## src/core/exc_dispatch_pkg.sv

```systemverilog
package exc_dispatch_pkg;

    // ----------------------------------------------------------------
    // Vectors
    // ----------------------------------------------------------------
    localparam logic [7:0] VEC_DIVIDE    = 8'h00;
    localparam logic [7:0] VEC_NMI       = 8'h02;
    localparam logic [7:0] VEC_BAD_OP    = 8'h06;
    localparam logic [7:0] VEC_DOUBLE    = 8'h08;
    localparam logic [7:0] VEC_PROTECT   = 8'h0D;
    localparam logic [7:0] VEC_XLATE     = 8'h0E;
    localparam logic [7:0] VEC_MISALIGN  = 8'h11;
    localparam logic [7:0] VEC_HW_ERROR  = 8'h12;
    localparam logic [7:0] VEC_SIMD      = 8'h13;

    localparam logic [4:0] MAX_INSN_LEN  = 5'h0F;

    // ----------------------------------------------------------------
    // Register map (byte addresses)
    // ----------------------------------------------------------------
    localparam logic [7:0] OFF_CTRL      = 8'h00;
    localparam logic [7:0] OFF_VT_LIMIT  = 8'h04;
    localparam logic [7:0] OFF_SIMD_CS   = 8'h08;
    localparam logic [7:0] OFF_LVT       = 8'h0C;
    localparam logic [7:0] OFF_LOG_DEST  = 8'h10;
    localparam logic [7:0] OFF_LIC_ID    = 8'h14;
    localparam logic [7:0] OFF_STATUS    = 8'h18;
    localparam logic [7:0] OFF_ICR       = 8'h1C;

    // Control register fields
    localparam int CTRL_HW_ERR_EN = 0;
    localparam int CTRL_ALIGN_EN  = 1;
    localparam int CTRL_LIC_EN    = 2;
    localparam int CTRL_POL_A     = 3;
    localparam int CTRL_POL_B     = 4;
    localparam int CTRL_WIDTH     = 5;
    localparam logic [4:0] CTRL_RESET = 5'h00;

    // SIMD control/status: causes [5:0], masks [11:6]
    localparam int SIMD_MASK_LSB = 6;
    localparam logic [5:0] SIMD_MASK_RESET = 6'h3F;

    // LOCAL_VECTOR_TABLE: pin a vector [7:0], pin a mask 16, pin b mask 17
    localparam int LVT_MASK_LSB = 16;
    localparam logic [15:0] VT_LIMIT_RESET = 16'h03FF;

    // INTERPROCESSOR_INTERRUPT kinds
    localparam logic [2:0] IPI_FIXED    = 3'h0;
    localparam logic [2:0] IPI_LOWPRI   = 3'h1;
    localparam logic [2:0] IPI_SMI      = 3'h2;
    localparam logic [2:0] IPI_INIT_DEA = 3'h3;
    localparam logic [2:0] IPI_NMI      = 3'h4;
    localparam logic [2:0] IPI_INIT     = 3'h5;
    localparam logic [2:0] IPI_STARTUP  = 3'h6;

    typedef struct packed {
        logic        boundary;
        logic        int_en;
        logic        trap;
        logic [7:0]  trap_vec;
        logic        fetch_pf;
        logic [4:0]  insn_len;
        logic        lock_bad;
        logic        test_mov;
        logic        div_req;
        logic        div_word;
        logic        div_zero;
        logic [17:0] quot;
        logic        pte_rsvd;
        logic        mem_req;
        logic [2:0]  addr_lo;
        logic [1:0]  mem_size;
        logic [5:0]  simd_flags;
        logic        hw_err;
        logic        interrupt_return_done;
    } pipe_ev_t;

    typedef struct packed {
        logic       valid;
        logic [2:0] kind;
        logic       level;
        logic [7:0] vector;
    } ipi_t;

    typedef struct packed {
        logic       valid;
        logic [7:0] vector;
        logic       ret_fault;
    } exc_t;

endpackage

```

## src/core/exc_dispatch.sv

```systemverilog
// The address map and the AHB-Lite slave port were left to the implementer.
`timescale 1ns/1ps
module exc_dispatch
    import exc_dispatch_pkg::*;
(
    input  wire logic        REF_CLK,
    input  wire logic        RST,
    input  wire logic        HSEL,
    input  wire logic [31:0] HADDR,
    input  wire logic [1:0]  HTRANS,
    input  wire logic        HWRITE,
    input  wire logic [2:0]  HSIZE,
    input  wire logic [31:0] HWDATA,
    input  wire logic        HREADY,
    output logic             HREADYOUT,
    output logic             HRESP,
    output logic [31:0]      HRDATA,
    input  wire pipe_ev_t    PIPE_EV,
    input  wire ipi_t        IPI_IN,
    input  wire logic        LOCAL_IRQ_PIN_A,
    input  wire logic        LOCAL_IRQ_PIN_B,
    input  wire logic        LOWPRI_REQ,
    output exc_t             EXC,
    output logic             SHUTDOWN,
    output ipi_t             IPI_OUT,
    output logic             INIT_PULSE,
    output logic             SMI_PULSE,
    output logic             STARTUP_PULSE,
    output logic             ARB_JOIN
);

    // ----------------------------------------------------------------
    // Helpers
    // ----------------------------------------------------------------
    function automatic logic div_ovf(logic word, logic zero,
                                     logic [17:0] q);
        logic signed [17:0] s;
        s = q;
        if (zero)
            return 1'b1;
        if (word)
            return (s > 18'sd32767) || (s < -18'sd32768);
        return (s > 18'sd127) || (s < -18'sd128);
    endfunction

    function automatic logic beyond(logic [7:0] v, logic [15:0] lim);
        return {5'h00, v, 3'h7} > lim;
    endfunction

    // ----------------------------------------------------------------
    // Bus slave
    // ----------------------------------------------------------------
    logic [CTRL_WIDTH-1:0] ctrl_r;
    logic [15:0]           vt_limit_r;
    logic [5:0]            simd_cause_r;
    logic [5:0]            simd_mask_r;
    logic [7:0]            lvt_vec_r;
    logic [1:0]            lvt_mask_r;
    logic [7:0]            log_dest_r;
    logic [3:0]            lic_id_r;
    logic                  nmi_block_r;
    logic                  nmi_pend_r;
    logic                  ipi_pend_r;
    logic [7:0]            ipi_vec_r;
    logic [7:0]            last_vec_r;
    logic                  shutdown_r;
    logic                  wr_pend_r;
    logic [7:0]            wr_addr_r;
    logic                  gp_pend_r;

    logic addr_ok;
    logic wr_now;
    logic bad_ctrl_wr;
    logic gp_sel;

    assign HREADYOUT = 1'b1;
    assign HRESP     = 1'b0;
    assign addr_ok   = HSEL && HREADY && HTRANS[1];
    assign wr_now    = wr_pend_r;
    assign bad_ctrl_wr = wr_now && wr_addr_r == OFF_CTRL &&
                         |HWDATA[31:CTRL_WIDTH];

    always_ff @(posedge REF_CLK) begin
        if (RST) begin
            wr_pend_r <= 1'b0;
            wr_addr_r <= 8'h00;
        end else begin
            wr_pend_r <= addr_ok && HWRITE;
            wr_addr_r <= HADDR[7:0];
        end
    end

    // Read data is sampled in the address phase; no wait states needed
    always_ff @(posedge REF_CLK) begin
        if (RST) begin
            HRDATA <= 32'h0000_0000;
        end else if (addr_ok && !HWRITE) begin
            case (HADDR[7:0])
                OFF_CTRL:     HRDATA <= {27'h0, ctrl_r};
                OFF_VT_LIMIT: HRDATA <= {16'h0, vt_limit_r};
                OFF_SIMD_CS:  HRDATA <= {20'h0, simd_mask_r, simd_cause_r};
                OFF_LVT:      HRDATA <= {14'h0, lvt_mask_r, 8'h0, lvt_vec_r};
                OFF_LOG_DEST: HRDATA <= {24'h0, log_dest_r};
                OFF_LIC_ID:   HRDATA <= {28'h0, lic_id_r};
                OFF_STATUS:   HRDATA <= {20'h0, shutdown_r, nmi_block_r,
                                         nmi_pend_r, ipi_pend_r, last_vec_r};
                default:      HRDATA <= 32'h0000_0000;
            endcase
        end
    end

    // ----------------------------------------------------------------
    // Control registers
    // ----------------------------------------------------------------
    always_ff @(posedge REF_CLK) begin
        if (RST) begin
            ctrl_r    <= CTRL_RESET;
            gp_pend_r <= 1'b0;
        end else begin
            if (bad_ctrl_wr)
                gp_pend_r <= 1'b1;
            else if (wr_now && wr_addr_r == OFF_CTRL)
                ctrl_r <= HWDATA[CTRL_WIDTH-1:0];
            if (gp_sel && !bad_ctrl_wr)
                gp_pend_r <= 1'b0;
        end
    end

    always_ff @(posedge REF_CLK) begin
        if (RST) begin
            vt_limit_r <= VT_LIMIT_RESET;
            log_dest_r <= 8'h00;
            lic_id_r   <= 4'h0;
            lvt_vec_r  <= 8'h00;
        end else if (wr_now) begin
            if (wr_addr_r == OFF_VT_LIMIT)
                vt_limit_r <= HWDATA[15:0];
            if (wr_addr_r == OFF_LOG_DEST)
                log_dest_r <= HWDATA[7:0];
            if (wr_addr_r == OFF_LIC_ID)
                lic_id_r <= HWDATA[3:0];
            if (wr_addr_r == OFF_LVT)
                lvt_vec_r <= HWDATA[7:0];
        end
    end

    // Masks stay forced while disabled; other contents are kept
    always_ff @(posedge REF_CLK) begin
        if (RST)
            lvt_mask_r <= 2'b11;
        else if (!ctrl_r[CTRL_LIC_EN])
            lvt_mask_r <= 2'b11;
        else if (wr_now && wr_addr_r == OFF_LVT)
            lvt_mask_r <= HWDATA[LVT_MASK_LSB+1:LVT_MASK_LSB];
    end

    // Cause bits: hardware set wins over a write-one clear
    logic [5:0] simd_unmasked;
    logic [5:0] simd_clr;
    assign simd_unmasked = PIPE_EV.simd_flags & ~simd_mask_r;
    assign simd_clr = (wr_now && wr_addr_r == OFF_SIMD_CS) ?
                      HWDATA[5:0] : 6'h00;

    always_ff @(posedge REF_CLK) begin
        if (RST) begin
            simd_cause_r <= 6'h00;
            simd_mask_r  <= SIMD_MASK_RESET;
        end else begin
            simd_cause_r <= (simd_cause_r & ~simd_clr) |
                            PIPE_EV.simd_flags;
            if (wr_now && wr_addr_r == OFF_SIMD_CS)
                simd_mask_r <= HWDATA[SIMD_MASK_LSB+5:SIMD_MASK_LSB];
        end
    end

    // ----------------------------------------------------------------
    // Local interrupt pins
    // ----------------------------------------------------------------
    logic [1:0] pin_s1_r;
    logic [1:0] pin_s2_r;
    logic       pin_b_prev_r;
    logic       pin_a_act;
    logic       pin_b_act;

    always_ff @(posedge REF_CLK) begin
        if (RST) begin
            pin_s1_r     <= 2'b00;
            pin_s2_r     <= 2'b00;
            pin_b_prev_r <= 1'b0;
        end else begin
            pin_s1_r     <= {LOCAL_IRQ_PIN_B, LOCAL_IRQ_PIN_A};
            pin_s2_r     <= pin_s1_r;
            pin_b_prev_r <= pin_b_act;
        end
    end

    assign pin_a_act = pin_s2_r[0] ^ ctrl_r[CTRL_POL_A];
    assign pin_b_act = pin_s2_r[1] ^ ctrl_r[CTRL_POL_B];

    // ----------------------------------------------------------------
    // Incoming IPIs
    // ----------------------------------------------------------------
    logic ipi_ok;
    logic ipi_nmi;
    logic nmi_edge;

    always_comb begin
        case (IPI_IN.kind)
            IPI_INIT, IPI_SMI, IPI_NMI, IPI_STARTUP,
            IPI_INIT_DEA: ipi_ok = IPI_IN.valid;
            default:      ipi_ok = IPI_IN.valid &&
                                   ctrl_r[CTRL_LIC_EN];
        endcase
    end

    // Level bit is ignored here: NMI and INIT act once per message
    assign ipi_nmi  = ipi_ok && IPI_IN.kind == IPI_NMI;
    assign nmi_edge = (pin_b_act && !pin_b_prev_r && !lvt_mask_r[1]) ||
                      ipi_nmi;

    always_ff @(posedge REF_CLK) begin
        if (RST) begin
            INIT_PULSE    <= 1'b0;
            SMI_PULSE     <= 1'b0;
            STARTUP_PULSE <= 1'b0;
        end else begin
            INIT_PULSE    <= ipi_ok && IPI_IN.kind == IPI_INIT;
            SMI_PULSE     <= ipi_ok && IPI_IN.kind == IPI_SMI;
            STARTUP_PULSE <= ipi_ok && IPI_IN.kind == IPI_STARTUP;
        end
    end

    assign ARB_JOIN = LOWPRI_REQ && ctrl_r[CTRL_LIC_EN] &&
                      !ipi_pend_r;

    // ----------------------------------------------------------------
    // Event selection
    // ----------------------------------------------------------------
    logic       take_nmi;
    logic       take_ipi;
    logic       take_pin;
    logic       sel_valid;
    logic [7:0] sel_vec;
    logic       sel_fault;
    logic       at_bnd;

    assign at_bnd   = PIPE_EV.boundary && !shutdown_r;
    assign take_nmi = at_bnd && nmi_pend_r && !nmi_block_r;
    assign take_ipi = at_bnd && PIPE_EV.int_en && ipi_pend_r;
    assign take_pin = at_bnd && PIPE_EV.int_en && pin_a_act &&
                      !lvt_mask_r[0];

    always_comb begin
        sel_valid = 1'b1;
        sel_vec   = 8'h00;
        sel_fault = 1'b1;
        gp_sel    = 1'b0;
        // Fixed order inside each category
        if (shutdown_r)
            sel_valid = 1'b0;
        else if (PIPE_EV.trap) begin
            sel_vec   = PIPE_EV.trap_vec;
            sel_fault = 1'b0;
        end else if (take_nmi || take_ipi || take_pin) begin
            sel_fault = 1'b0;
            if (take_nmi)
                sel_vec = VEC_NMI;
            else if (take_ipi)
                sel_vec = ipi_vec_r;
            else
                sel_vec = lvt_vec_r;
        end else if (PIPE_EV.fetch_pf)
            sel_vec = VEC_XLATE;
        else if (PIPE_EV.insn_len > MAX_INSN_LEN)
            sel_vec = VEC_PROTECT;
        else if (PIPE_EV.lock_bad)
            sel_vec = VEC_BAD_OP;
        else if (PIPE_EV.test_mov)
            sel_vec = VEC_BAD_OP;
        else if (PIPE_EV.hw_err && ctrl_r[CTRL_HW_ERR_EN])
            sel_vec = VEC_HW_ERROR;
        else if (gp_pend_r) begin
            sel_vec = VEC_PROTECT;
            gp_sel  = 1'b1;
        end else if (PIPE_EV.div_req &&
                     div_ovf(PIPE_EV.div_word, PIPE_EV.div_zero,
                             PIPE_EV.quot))
            sel_vec = VEC_DIVIDE;
        else if (PIPE_EV.pte_rsvd)
            sel_vec = VEC_XLATE;
        else if (PIPE_EV.mem_req && ctrl_r[CTRL_ALIGN_EN] &&
                 |(PIPE_EV.addr_lo &
                   ((3'h1 << PIPE_EV.mem_size) - 3'h1)))
            sel_vec = VEC_MISALIGN;
        else if (|simd_unmasked)
            sel_vec = VEC_SIMD;
        else
            sel_valid = 1'b0;
    end

    // ----------------------------------------------------------------
    // Dispatch and escalation
    // ----------------------------------------------------------------
    logic go_df;
    logic go_shut;
    assign go_df   = sel_valid && beyond(sel_vec, vt_limit_r);
    assign go_shut = go_df && beyond(VEC_DOUBLE, vt_limit_r);

    always_ff @(posedge REF_CLK) begin
        if (RST) begin
            EXC        <= '0;
            shutdown_r <= 1'b0;
            last_vec_r <= 8'h00;
        end else begin
            EXC.valid <= sel_valid && !go_shut;
            if (go_shut)
                shutdown_r <= 1'b1;
            if (sel_valid && !go_shut) begin
                EXC.vector    <= go_df ? VEC_DOUBLE : sel_vec;
                EXC.ret_fault <= go_df ? 1'b1 : sel_fault;
                last_vec_r    <= go_df ? VEC_DOUBLE : sel_vec;
            end
        end
    end

    assign SHUTDOWN = shutdown_r;

    // Set wins over clear for every pending flag
    always_ff @(posedge REF_CLK) begin
        if (RST) begin
            nmi_pend_r  <= 1'b0;
            nmi_block_r <= 1'b0;
        end else begin
            if (nmi_edge)
                nmi_pend_r <= 1'b1;
            else if (take_nmi && !PIPE_EV.trap)
                nmi_pend_r <= 1'b0;
            if (take_nmi && !PIPE_EV.trap)
                nmi_block_r <= 1'b1;
            else if (PIPE_EV.interrupt_return_done)
                nmi_block_r <= 1'b0;
        end
    end

    always_ff @(posedge REF_CLK) begin
        if (RST) begin
            ipi_pend_r <= 1'b0;
            ipi_vec_r  <= 8'h00;
        end else if (ipi_ok && (IPI_IN.kind == IPI_FIXED ||
                                IPI_IN.kind == IPI_LOWPRI)) begin
            ipi_pend_r <= 1'b1;
            ipi_vec_r  <= IPI_IN.vector;
        end else if (take_ipi && !take_nmi && !PIPE_EV.trap)
            ipi_pend_r <= 1'b0;
    end

    // ----------------------------------------------------------------
    // Outgoing IPIs
    // ----------------------------------------------------------------
    always_ff @(posedge REF_CLK) begin
        if (RST)
            IPI_OUT <= '0;
        else begin
            IPI_OUT.valid <= wr_now && wr_addr_r == OFF_ICR;
            if (wr_now && wr_addr_r == OFF_ICR) begin
                IPI_OUT.kind   <= HWDATA[10:8];
                IPI_OUT.vector <= HWDATA[7:0];
                IPI_OUT.level  <= (HWDATA[10:8] == IPI_INIT_DEA) &&
                                  HWDATA[15];
            end
        end
    end
endmodule

```

## config.mk

```make
export PLATFORM = sky130hd
export DESIGN_NAME = exc_dispatch
export DESIGN_NICKNAME = d
export VERILOG_FILES = /design/src/core/exc_dispatch_pkg.sv /design/src/core/exc_dispatch.sv
export SDC_FILE = /design/constraint.sdc
export NUM_CORES = 1
export LEC_CHECK = 0
export ABC_CLOCK_PERIOD_IN_PS = 4500
export BUFFER_PORTS_ARGS = -buffer_cell sky130_fd_sc_hd__buf_2
export CAP_MARGIN = 20
export CORE_MARGIN = 2
export CORE_UTILIZATION = 50
export CTS_BUF_LIST = sky130_fd_sc_hd__clkbuf_16
export DETAILED_ROUTE_END_ITERATION = 10
export MAX_ROUTING_LAYER = met4
export PLACE_DENSITY = 0.8
export SETUP_SLACK_MARGIN = 0.1
export SYNTH_ARGS = -nofsm -noshare
export SYNTH_HDL_FRONTEND = slang
export SYNTH_SLANG_ARGS = --single-unit
```

## constraint.sdc

```tcl
create_clock -name REF_CLK -period 4.5 [get_ports REF_CLK]
set_clock_uncertainty 0.15 [all_clocks]
set_input_delay 0.225 -clock REF_CLK [delete_from_list [all_inputs] [get_ports REF_CLK]]
set_output_delay 0.225 -clock REF_CLK [all_outputs]
set_load 0.05 [all_outputs]
```

==> flow_metrics.py <==
metrics = {
    "floorplan": {
        "die_h_um": 114,
        "dieArea_um2": 12900,
        "core_um2": 11900,
        "start_util_pct": 50.7,
        "rows": 40,
        "io_pins": 207,
        "die_w_um": 114,
    },
    "detailed_routing": {
        "routed_wl_um": 18200,
        "first_pass_iters": 5,
        "dr.first_iter.drc_count": 577,
        "ant_nets": 0,
        "avgRoutedWirePerCell_um": 17.5,
        "drc": 0,
        "vias": 5934,
        "viasPerCell": 5.73,
    },
    "timing": {
        "fin_crit_sh_pct": 91.5,
        "setup-tns-final_ns": 0,
        "timing.fmax_mhz": 243,
        "grt_setup_unrepaired": "false",
        "drv_slew": 0,
        "hold_viol": 0,
        "slew_headroom_pct": 30.3,
        "fin_crit_ns": 4.12,
        "finalSetupViolCount": 0,
        "worst_slack_ns": 0.382,
        "worst_pin_slew_ns": 1.04,
    },
    "critical_path": {
        "cp.required_ns": 4.71,
        "critPathMaxFanout": 6,
        "timing.rr.start": "ctrl_r[3]",
        "timing.rr.end": "last_vec_r[4]",
        "startpoint_type": "flip-flop",
        "worstRegToRegCells": 12,
        "regToRegSetupSlack_ns": 0.38,
        "path_class": "flip-flop to flip-flop",
        "crit_path_end_kind": "flip-flop",
        "crit_arrival_ns": 4.33,
    },
    "pwr": {
        "combPwrFrac_pct": 10.0,
        "swShare_pct": 25.0,
        "clkPwrFrac_pct": 47.7,
        "p_sw_uw": 678,
        "power.internal_mw": 2.04,
        "seqPwrFrac_pct": 42.3,
        "total_power_mw": 2.71,
        "ir_worst_vdd_mv": 0.314,
        "p_leak_nw": 3.42,
        "power_density_nw_per_um2": 348,
    },
    "grt": {
        "grt-busiest-layer": "met2",
        "use_met3_pct": 5.58,
        "use_met2_pct": 45.0,
        "grt_pass1_wl_um": 28400,
        "grt_use_met1_pct": 37.5,
        "gr-usage-all-layers_pct": 29.4,
        "antenna_found_initial": 0,
        "grt_pass1_vias": 5545,
        "grt_max_degree": 95,
        "overflow": 0,
    },
    "cells_and_area": {
        "mostFrequentLayoutCell": "buf_2",
        "nNetsFinal": 1028,
        "antenna_cells": 0,
        "ff_latch_area_um2": 2520,
        "multi_input_area_um2": 3170,
        "drive_gt1_share_pct": 22.4,
        "final_util_pct": 65.8,
        "fillers": 991,
        "area_growth_syn_to_layout_pct": 29.8,
        "final_cell_mix": "buf_2 (149), dfxtp_1 (126), nor2_1 (84), nand2_1 (73), mux2i_1 (59)",
    },
    "clock_tree": {
        "cts_tree": "built",
        "clk_pin_slew_worst_paths_ns": 0.06,
        "htreeDepth": 4,
        "clockBufferDepth": 2,
        "clock-sinks": 126,
        "post_cts_buffers": 0,
        "cts_buffers": 17,
        "worstSkewPairLatency_ns": 0.42,
        "cts_root_buf": "clkbuf_16",
    },
    "hold_path": {
        "hold_path_class": "primary input to flip-flop",
        "holdPathStages": 3,
        "hold_path_startpoint": "HWDATA[6]",
        "holdPathEnd": "vt_limit_r[6]",
    },
    "run": {
        "cap_violations": 0,
    },
    "logic_synthesis": {
        "seq_area_frac_synth_pct": 41.9,
        "synth_edf_count": 0,
        "syn_area_um2": 6010,
        "synthArstFlopShare_pct": 0,
        "synthFlopType": "dfxtp_1",
        "synth_cells": 690,
        "synth_warnings": 0,
        "ys_types": 69,
        "ys_ff_latch": 126,
        "syn_area_per_cell_um2": 8.71,
    },
    "place": {
        "globalplace.congestion": 0.913,
        "io_buffers": 150,
        "pre_cts_slack_ns": 0.418,
        "hpwl_um": 12800,
    },
    "outcome": {
        "status": "completed",
    },
}
## registers in the layout, indices dropped and copies added, names as in the netlist, 2 cells and up
register      cells
pin_s1_r          2
lvt_vec_r         8
ctrl_r            5
simd_cause_r      6
simd_mask_r       6
EXC               2
wr_addr_r         8
ipi_vec_r         8
HRDATA           18
lic_id_r          4
log_dest_r        8
last_vec_r        8
vt_limit_r       16
pin_s2_r          2
IPI_OUT          13
lvt_mask_r        2
## logic make-up (layout without fill, tap and decap cells)
logic type / Yosys count / after routing / synth area share, %
buf+inv: 77 / 261 / 6.20
other cells: 2 / 16 / 0.125
fa+ha+maj: 8 / 8 / 1.66
compound gates: 150 / 150 / 17.6
flops: 126 / 126 / 41.9
simple gates: 265 / 265 / 22.1
xor+xnor: 2 / 2 / 0.291
mux: 60 / 60 / 10.0
## cells in the mapped netlist (13+ instances only)
cell type | n | share of area, %
a22oi_1 | 19 | 2.4
buf_4 | 17 | 2.1
clkbuf_1 | 26 | 1.6
mux2i_1 | 59 | 9.8
nor2b_1 | 20 | 2.1
dfxtp_1 | 126 | 42
inv_1 | 25 | 1.6
nand3_1 | 18 | 1.5
nor2_1 | 84 | 5.2
o211ai_1 | 13 | 1.6
o21ai_0 | 20 | 1.7
a21oi_1 | 41 | 3.4
nand2_1 | 73 | 4.6
## power by group through the flow
| stage | Clock, mW | Sequential (mW) | Combinational (mW) |
|---|---|---|---|
| after floorplan | 0 | 1.18 | 0.134 |
| after global placement | 0 | 1.17 | 0.234 |
| after detailed placement | 0 | 1.17 | 0.237 |
| after CTS | 1.30 | 1.15 | 0.267 |
| after global routing | 1.36 | 1.15 | 0.291 |
| final | 1.29 | 1.15 | 0.272 |
## how the worst max path moves through the flow
stage / cells after the start / endpoint / from
global placement: 14 / last_vec_r[4] / PIPE_EV[32]
detailed placement: 14 / last_vec_r[4] / PIPE_EV[32]
CTS: 14 / last_vec_r[4] / PIPE_EV[2]
global route: 14 / last_vec_r[4] / PIPE_EV[2]
floorplan: 14 / last_vec_r[2] / SHUTDOWN
finish: 12 / last_vec_r[4] / ctrl_r[3]
## metal layers
| metal | routed length (µm) | share of wire (%) | vias up |
|---|---|---|---|
| met4 | 748 | 4.1 | 0 |
| met2 | 8220 | 45 | 282 |
| li1 | - | - | 2820 |
| met1 | 7710 | 42 | 2781 |
| met5 | 0 | 0 | - |
| met3 | 1480 | 8.1 | 51 |
## through the flow
| stage | area [µm²] | instances | hold slack (ns) |
|---|---|---|---|
| 3_5_place_dp | 6770 | 955 | 0.292 |
| 4_1_cts | 7800 | 1035 | 0.000589 |
| 3_3_place_gp | 6770 | 955 | 0.271 |
| 6_report | 7800 | 1035 | 0.0205 |
| 2_1_floorplan | 6070 | 704 | 0.151 |
| 5_1_grt | 7800 | 1035 | 0.0303 |
## layout make-up
cell class              instances  area share [%]
multi-input cells             501            40.6
flip-flops and latches        126            32.3
repair buffers                204            16.4
clock buffers                  17            5.45
well taps                     147            2.36
clock inverters                15            1.67
inverters                      25            1.20
## critical path, cell delays in order, from the launching register on
cell	delay (ns)
dfxtp_1	0.38
xor2_1	0.41
nand2_1	0.24
a21oi_1	0.37
a22oi_1	0.19
nor2_1	0.14
ha_1	0.27
a2111oi_0	0.50
o21ai_0	0.17
o2111a_1	0.30
a311oi_2	0.48
and2_1	0.29
a32o_1	0.15
## what timing repair did
action	4_1_cts	5_1_grt
hold buffers	48	0
resized for setup	0	0
hold endpoints to repair	49	0
Power figures use the tool's default switching activity.
